File: config.mk
export PLATFORM = sky130hd
export DESIGN_NAME = dstm_seq
export DESIGN_NICKNAME = d
export VERILOG_FILES = /design/src/rtl/dstm_pkg.sv /design/src/rtl/dstm_tick_div.sv /design/src/rtl/dstm_seq.sv
export SDC_FILE = /design/constraint.sdc
export NUM_CORES = 1
export LEC_CHECK = 0
export BUFFER_PORTS_ARGS = -buffer_cell sky130_fd_sc_hd__buf_2
export CAP_MARGIN = 20
export CORE_MARGIN = 4
export CORE_UTILIZATION = 40
export DETAILED_ROUTE_END_ITERATION = 6
export SYNTH_ARGS = -nofsm -noshare
export SYNTH_HDL_FRONTEND = slang
export SYNTH_HIERARCHICAL = 1
export SYNTH_SLANG_ARGS = --single-unit
File: constraint.sdc
create_clock -name clk -period 3.1 [get_ports clk]
set_input_delay 0.62 -clock clk [delete_from_list [all_inputs] [get_ports clk]]
set_output_delay 0.62 -clock clk [all_outputs]
set_load 0.01 [all_outputs]
File: src/rtl/dstm_pkg.sv
// Shared constants and types for the direct speed mode transfer sequencer.
package dstm_pkg;

  // ---------------------------------------------------------------
  // Mode encoding
  // ---------------------------------------------------------------
  typedef enum logic [2:0] {
    DSTM_MODE_HIGH   = 3'h0,
    DSTM_MODE_MEDIUM = 3'h1,
    DSTM_MODE_SUB    = 3'h2,
    DSTM_MODE_SLEEP  = 3'h3,
    DSTM_MODE_WATCH  = 3'h4
  } dstm_mode_e;

  // ---------------------------------------------------------------
  // Sequencer states, Gray coded along the subactive exit path through SETTLE
  // ---------------------------------------------------------------
  typedef enum logic [2:0] {
    DSTM_ST_RUN    = 3'h0,
    DSTM_ST_PRE    = 3'h1,
    DSTM_ST_SETTLE = 3'h3,
    DSTM_ST_EXC    = 3'h2,
    DSTM_ST_HALT   = 3'h6
  } dstm_state_e;

  // ---------------------------------------------------------------
  // Timing counts in states of the governing clock, clock dividers and counter width
  // ---------------------------------------------------------------
  localparam int unsigned DSTM_SLEEP_STATES = 2;
  localparam int unsigned DSTM_INTERNAL_STATES = 1;
  localparam int unsigned DSTM_PRE_STATES =
    DSTM_SLEEP_STATES + DSTM_INTERNAL_STATES;
  localparam int unsigned DSTM_EXC_STATES = 14;
  localparam int unsigned DSTM_MEDIUM_DIV = 8;
  localparam int unsigned DSTM_SUB_DIV_DEFAULT = 8;
  localparam int unsigned DSTM_CNT_W = 17;

  // Settling wait in states for each settling_time_select code.
  localparam logic [16:0] DSTM_WAIT_0 = 17'h02000;
  localparam logic [16:0] DSTM_WAIT_1 = 17'h04000;
  localparam logic [16:0] DSTM_WAIT_2 = 17'h08000;
  localparam logic [16:0] DSTM_WAIT_3 = 17'h10000;
  localparam logic [16:0] DSTM_WAIT_4 = 17'h00800;
  localparam logic [16:0] DSTM_WAIT_5 = 17'h00400;
  localparam logic [16:0] DSTM_WAIT_6 = 17'h00200;
  localparam logic [16:0] DSTM_WAIT_7 = 17'h00100;

endpackage : dstm_pkg

File: src/rtl/dstm_tick_div.sv
// Clock-state tick generator dividing the oscillator clock by a ratio.
`timescale 1ns/100ps
`default_nettype none
module dstm_tick_div
  import dstm_pkg::*;
#(
  parameter int unsigned WIDTH = 4
) (
  input wire logic clk,
  input wire logic reset_n,
  input wire logic restart,
  input wire logic [WIDTH-1:0] ratio,
  output logic tick
);

  logic [WIDTH-1:0] count_r;
  logic [WIDTH-1:0] count_nxt;

  // ---------------------------------------------------------------
  // Divider
  // ---------------------------------------------------------------
  // Restart realigns the state boundary when the clock source changes.
  always_comb begin
    count_nxt = count_r + {{(WIDTH-1){1'b0}}, 1'b1};
    if (restart || (count_r + {{(WIDTH-1){1'b0}}, 1'b1} >= ratio)) begin
      count_nxt = '0;
    end
  end

  always_ff @(posedge clk or negedge reset_n) begin
    if (!reset_n) begin
      count_r <= '0;
    end else begin
      count_r <= count_nxt;
    end
  end

  // A state ends on the last oscillator cycle of the divided period.
  // The tick depends on the count and ratio alone: the sequencer's next state reads
  // it and restart comes from that next state, so gating the tick with
  // restart would close a combinational loop.
  assign tick = (count_r + {{(WIDTH-1){1'b0}}, 1'b1} >= ratio);

endmodule : dstm_tick_div
`default_nettype wire

File: src/rtl/dstm_seq.sv
// Direct speed mode transfer sequencer between the executing modes.
//
// Behaviour
// [RULE1] SLEEP in high-speed with standby_select=0, low_speed_on=0, medium_speed_on=1, direct_transfer_on=1 goes to medium-speed.
// [RULE2] SLEEP in medium-speed with standby_select, low_speed_on, medium_speed_on all 0 and direct_transfer_on=1 goes to high-speed.
// [RULE3] SLEEP in subactive with standby_select=1, low_speed_on=0, medium_speed_on=0, direct_transfer_on=1, timer_a_mode_bit3=1 goes to high-speed.
// [RULE4] SLEEP in subactive with standby_select=1, low_speed_on=0, medium_speed_on=1, direct_transfer_on=1, timer_a_mode_bit3=1 goes to medium-speed.
// [RULE5] A transfer takes 2 SLEEP states and 1 internal state on the old clock, then 14 exception states on the new clock.
// [RULE6] Leaving subactive, the old states count on the subclock and the selected settling wait runs on the new clock before exception handling.
// [RULE7] Any transfer into or out of subactive passes through watch mode.
// [RULE8] After the mode change the direct transfer interrupt exception handling starts without halting execution.
// [RULE9] With the transfer interrupt disabled or interrupts masked, sleep or watch mode is entered instead.
// [RULE10] In medium-speed mode the CPU clock is one eighth of the high-speed rate.
`timescale 1ns/100ps
`default_nettype none
module dstm_seq
  import dstm_pkg::*;
#(
  parameter int unsigned SUB_DIV = DSTM_SUB_DIV_DEFAULT
) (
  input wire logic clk,
  input wire logic reset_n,
  input wire logic sleep_exec,
  input wire logic standby_select,
  input wire logic low_speed_on,
  input wire logic medium_speed_on,
  input wire logic direct_transfer_on,
  input wire logic timer_a_mode_bit3,
  input wire logic [2:0] settling_time_select,
  input wire logic direct_irq_enable,
  input wire logic irq_masked,
  input wire logic wake_event,
  output logic [2:0] mode,
  output logic cpu_state_tick,
  output logic seq_busy,
  output logic watch_active,
  output logic settle_active,
  output logic exc_start,
  output logic exc_active
);

  dstm_state_e state_r;
  dstm_state_e state_nxt;
  dstm_mode_e mode_r;
  dstm_mode_e mode_nxt;
  dstm_mode_e target_r;
  dstm_mode_e target_nxt;
  logic [DSTM_CNT_W-1:0] cnt_r;
  logic [DSTM_CNT_W-1:0] cnt_nxt;
  logic exc_start_r;
  logic exc_start_nxt;
  logic watch_r;
  logic watch_nxt;
  logic restart;
  logic tick;
  logic [3:0] ratio;

  // ---------------------------------------------------------------
  // Helpers
  // ---------------------------------------------------------------
  // Oscillator cycles per CPU state for a given executing mode.
  function automatic logic [3:0] dstm_ratio(input dstm_mode_e m);
    if (m == DSTM_MODE_MEDIUM) begin
      dstm_ratio = 4'(DSTM_MEDIUM_DIV); // [RULE10]
    end else if (m == DSTM_MODE_SUB) begin
      dstm_ratio = 4'(SUB_DIV); // [RULE6]
    end else begin
      dstm_ratio = 4'h1;
    end
  endfunction

  // Settling wait length in states for a select code.
  function automatic logic [DSTM_CNT_W-1:0] dstm_wait(input logic [2:0] s);
    case (s)
      3'h0: dstm_wait = DSTM_WAIT_0;
      3'h1: dstm_wait = DSTM_WAIT_1;
      3'h2: dstm_wait = DSTM_WAIT_2;
      3'h3: dstm_wait = DSTM_WAIT_3;
      3'h4: dstm_wait = DSTM_WAIT_4;
      3'h5: dstm_wait = DSTM_WAIT_5;
      3'h6: dstm_wait = DSTM_WAIT_6;
      default: dstm_wait = DSTM_WAIT_7;
    endcase
  endfunction

  // ---------------------------------------------------------------
  // State clock
  // ---------------------------------------------------------------
  // The state length follows the mode in force, so old-clock states are
  // timed before the switch and new-clock states after it.
  assign ratio = dstm_ratio(mode_r); // [RULE5]
  assign restart = (state_nxt != state_r) || (mode_nxt != mode_r);

  dstm_tick_div #(
    .WIDTH(4)
  ) u_tick (
    .clk(clk),
    .reset_n(reset_n),
    .restart(restart),
    .ratio(ratio),
    .tick(tick)
  );

  // ---------------------------------------------------------------
  // Sequencer next state
  // ---------------------------------------------------------------
  always_comb begin
    state_nxt = state_r;
    mode_nxt = mode_r;
    target_nxt = target_r;
    cnt_nxt = cnt_r;
    exc_start_nxt = 1'b0;
    watch_nxt = watch_r;
    case (state_r)
      DSTM_ST_RUN: begin
        if (sleep_exec && direct_transfer_on) begin
          state_nxt = DSTM_ST_PRE;
          cnt_nxt = '0;
          if (mode_r == DSTM_MODE_HIGH && !standby_select && !low_speed_on
              && medium_speed_on) begin
            target_nxt = DSTM_MODE_MEDIUM; // [RULE1]
          end else if (mode_r == DSTM_MODE_MEDIUM && !standby_select &&
                       !low_speed_on && !medium_speed_on) begin
            target_nxt = DSTM_MODE_HIGH; // [RULE2]
          end else if (mode_r == DSTM_MODE_SUB && standby_select &&
                       !low_speed_on && timer_a_mode_bit3) begin
            // [RULE3] [RULE4]
            target_nxt = medium_speed_on ? DSTM_MODE_MEDIUM : DSTM_MODE_HIGH;
          end else if (mode_r != DSTM_MODE_SUB && standby_select &&
                       low_speed_on && timer_a_mode_bit3) begin
            target_nxt = DSTM_MODE_SUB;
          end else begin
            // Combinations with no direct path leave the mode unchanged.
            state_nxt = DSTM_ST_RUN;
          end
        end
      end
      DSTM_ST_PRE: begin
        if (tick) begin
          cnt_nxt = cnt_r + 1'b1;
          if (cnt_r == DSTM_CNT_W'(DSTM_PRE_STATES - 1)) begin // [RULE5]
            cnt_nxt = '0;
            watch_nxt = (mode_r == DSTM_MODE_SUB) ||
                        (target_r == DSTM_MODE_SUB); // [RULE7]
            if (!direct_irq_enable || irq_masked) begin
              // [RULE9]
              state_nxt = DSTM_ST_HALT;
              mode_nxt = (standby_select && timer_a_mode_bit3) ?
                         DSTM_MODE_WATCH : DSTM_MODE_SLEEP;
            end else begin
              mode_nxt = target_r;
              state_nxt = (mode_r == DSTM_MODE_SUB) ? DSTM_ST_SETTLE
                                                    : DSTM_ST_EXC;
              exc_start_nxt = (mode_r != DSTM_MODE_SUB); // [RULE8]
            end
          end
        end
      end
      DSTM_ST_SETTLE: begin
        // The wait runs on the new clock while the oscillator settles.
        if (tick) begin
          cnt_nxt = cnt_r + 1'b1;
          if (cnt_r == dstm_wait(settling_time_select) - 1'b1) begin // [RULE6]
            cnt_nxt = '0;
            state_nxt = DSTM_ST_EXC;
            exc_start_nxt = 1'b1; // [RULE8]
            watch_nxt = 1'b0;
          end
        end
      end
      DSTM_ST_EXC: begin
        watch_nxt = 1'b0;
        if (tick) begin
          cnt_nxt = cnt_r + 1'b1;
          if (cnt_r == DSTM_CNT_W'(DSTM_EXC_STATES - 1)) begin // [RULE5]
            cnt_nxt = '0;
            state_nxt = DSTM_ST_RUN;
          end
        end
      end
      DSTM_ST_HALT: begin
        // Only an external wake leaves sleep or watch; masked interrupts
        // cannot do it, which the CPU must take care to avoid.
        watch_nxt = 1'b0;
        if (wake_event && !irq_masked) begin
          state_nxt = DSTM_ST_RUN;
          mode_nxt = target_r;
        end
      end
      default: begin
        state_nxt = DSTM_ST_RUN;
      end
    endcase
  end

  // ---------------------------------------------------------------
  // Sequencer registers
  // ---------------------------------------------------------------
  always_ff @(posedge clk or negedge reset_n) begin
    if (!reset_n) begin
      state_r <= DSTM_ST_RUN;
      mode_r <= DSTM_MODE_HIGH;
      target_r <= DSTM_MODE_HIGH;
      cnt_r <= '0;
      exc_start_r <= 1'b0;
      watch_r <= 1'b0;
    end else begin
      state_r <= state_nxt;
      mode_r <= mode_nxt;
      target_r <= target_nxt;
      cnt_r <= cnt_nxt;
      exc_start_r <= exc_start_nxt;
      watch_r <= watch_nxt;
    end
  end

  // ---------------------------------------------------------------
  // Outputs
  // ---------------------------------------------------------------
  assign mode = mode_r;
  assign cpu_state_tick = tick;
  assign seq_busy = (state_r != DSTM_ST_RUN);
  assign watch_active = watch_r; // [RULE7]
  assign settle_active = (state_r == DSTM_ST_SETTLE);
  assign exc_start = exc_start_r;
  assign exc_active = (state_r == DSTM_ST_EXC);

endmodule : dstm_seq
`default_nettype wire

==> out/qor.yml <==
drt_first_iter_violations: 118
fin_nets: 328
fp.coreArea_mm2: 0.005540
drt-vias-per-instance: 5.583
chipWidth_um: 83.66
cap_violations: 0
grt_antenna_before_repair: 0
final-setup-viol-count: 0
critical_path.startpoint_type: "flop"
cts.sinks: 31
skew_ns: 0.007421
synth_warnings: 6
clock_latency_ns: 0.29
ys_seq_area_share_pct: 33.88
wirelength_um: 5559
ant_nets: 0
io_pins: 23
powerDensity_mw_per_mm2: 675.3
worstPathRequired_ns: 3.27
path_class: "flop to flop"
wl_per_cell_um: 14.67
cts_max_path_buffers: 2
syn_area_mm2: 0.002290
clock.fmax_mhz: 350.0
rr_worst_depth: 14
fillers: 544
crit_path_end_kind: "flop"
fin_cells: 379
seq_area_um2: 775.7
synth_edf_count: 0
rsz0062_at_grt: "false"
final_cell_mix: "nand2_1 (38), dfrtp_1 (31), o21ai_0 (27)"
std_cell_rows: 27
synthFlopType: "dfrtp_1"
drcViolationCount: 0
syn_to_final_growth_pct: 14.70
arrival_ns: 3.02
grt_pass1_wl_um: 9397
cts_tree: "yes"
max_slew.worst_pin.slew_ns: 0.7635
grt_max_degree: 32
groute.usage.overall_pct: 16.30
crit_fanout: 8
startpoint: "mode[1]"
hold_path_class: "primary input to asynchronous set/reset pin"
die_area_mm2: 0.006999
max_slew_margin_pct: 49.10
dp_hpwl_um: 4124
multi_input_area_mm2: 0.001424
dp.cells: 371
fin_crit_sh_pct: 92.16
drtPass1Iterations: 4
grt-ovfl-total: 0
clk_pin_slew_ns: 0.07
drive_gt1_share_pct: 16.61
die_h_um: 83.66
cts_root_buffer: "clkbuf_8"
syn_inst: 280
period_minus_slack_ns: 2.857
syn_area_per_cell_um2: 8.177
synth_cell_types: 58
numCtsBuffers: 5
grt_pass1_vias: 1979
layout_commonest_cell: "nand2_1"
cellLeakagePower_nw: 1.113
finalHoldViolations: 0
port_buffers: 22
async_flop_share_pct: 100.0
irDropWorstVdd_mv: 0.3231
run_status: "finished, final reports clean"
post_cts_buffers: 0
reg2reg_from: "mode[1]"
place.gp.congestion: 0.8556
vias: 2116
diodes: 0
tns_ns: 0
ys_seq_elements: 31
cts_max_level: 2
slew_viol_final: 0
initial_core_util_pct: 41.33
layout make-up:
type / count / share of cell area (%)
Tap cell: 72 / 3.430
Clock inverter: 2 / 1.334
Inverter: 11 / 1.572
Multi-Input combinational cell: 226 / 54.22
Clock buffer: 6 / 3.144
Timing Repair Buffer: 31 / 6.765
Sequential cell: 31 / 29.54
power by group:
| part | switching [mW] | leakage (nW) | internal (mW) |
|---|---|---|---|
| clock network | 0.165 | 0.0612 | 0.260 |
| registers | 0.0514 | 0.414 | 0.450 |
| logic | 0.504 | 0.638 | 0.344 |
| total | 0.720 | 1.11 | 1.05 |
path summary, 6_finish.rpt:
| kind | endpoint | slack (ns) |
|---|---|---|
| worst min register to register | u_tick/count_r[0] | 0.50 |
| worst min-delay path | u_tick/count_r[0] | 0.41 |
| worst max register to register | u_tick/count_r[2] | 0.24 |
| min in group clk | u_tick/count_r[0] | 0.50 |
| max in group asynchronous | cnt_r[2] | 2.21 |
| worst max-delay path | u_tick/count_r[2] | 0.24 |
per-stage QoR:
stage	instance area, um^2	hold WS [ns]	power, mW	setup slack, ns	utilization, %
6_report	2626	0.4055	1.773	0.2431	47.40
5_1_grt	2626	0.4541	1.926	0.0001565	47.40
4_1_cts	2620	0.4263	1.791	0.2405	47.29
3_5_place_dp	2502	0.4898	1.358	0.2717	45.17
3_3_place_gp	2502	0.4920	1.351	0.2796	45.17
2_1_floorplan	2298	0.3244	1.104	0.1031	-
flip-flops by register name (all words and copies together), names as in the netlist:
register,flops
exc_start,1
watch_active,1
u_tick/count_r,4
mode,3
target_r,2
cnt_r,17
state_r,3
cell usage after synthesis (3+ instances only):
library cell	count	area [um^2]
nor3b_1	4	30.03
nand3_1	14	70.07
dfrtp_1	31	775.7
nor3_1	5	25.02
o211ai_1	6	45.04
xor2_1	3	26.28
inv_1	11	41.29
o21ai_0	27	135.1
clkbuf_1	8	30.03
nor4_1	3	18.77
a22oi_1	3	22.52
a21oi_1	7	35.03
nor2b_1	9	56.30
nand2_1	38	142.6
a21o_1	3	22.52
or3_1	4	25.02
nand2b_1	7	43.79
xnor2_1	7	61.31
nand4_1	4	25.02
and3_1	4	25.02
o21bai_1	3	22.52
ha_1	8	100.1
nor2_1	24	90.09
a31oi_1	3	18.77
critical path, stage by stage (launching register included):
cell and delay [ns]:
dfrtp_1 0.39, xor2_1 0.14, nor2b_1 0.18, inv_1 0.06, ha_1 0.31, o211ai_1 0.11, or2_1 0.23, nand2_1 0.20
nand2_2 0.17, o21ai_0 0.31, o221ai_1 0.21, o211ai_1 0.14, a211oi_1 0.08, o21ai_1 0.14, nor2b_1 0.07
cells by family (layout without fill, tap and decap cells):
| logic type | count (synthesis) | count (layout) | share of synthesized area [%] |
|---|---|---|---|
| simple gates | 128 | 128 | 29.29 |
| compound gates | 74 | 74 | 21.80 |
| flops | 31 | 31 | 33.88 |
| buf+inv | 24 | 50 | 4.590 |
| xor+xnor | 10 | 10 | 3.825 |
| fa+ha+maj | 8 | 8 | 4.372 |
| mux | 4 | 4 | 2.076 |
| other cells | 1 | 2 | 0.1638 |
layer usage:
layer | global-route usage, % | routed length (um) | vias to the layer above
met5 | 0 | 0 | -
met4 | 5.117 | 68 | 0
met3 | 4.245 | 235 | 8
met2 | 27.04 | 2644 | 39
met1 | 20.65 | 2610 | 1004
li1 | - | - | 1065
repair_timing:
item | CTS | global route
resized for setup | 0 | 1
endpoints found under the hold margin | 0 | 0
hold buffers | 0 | 0
setup endpoints to repair | 0 | 4
Note: power is estimated with default switching activity, not from simulation.
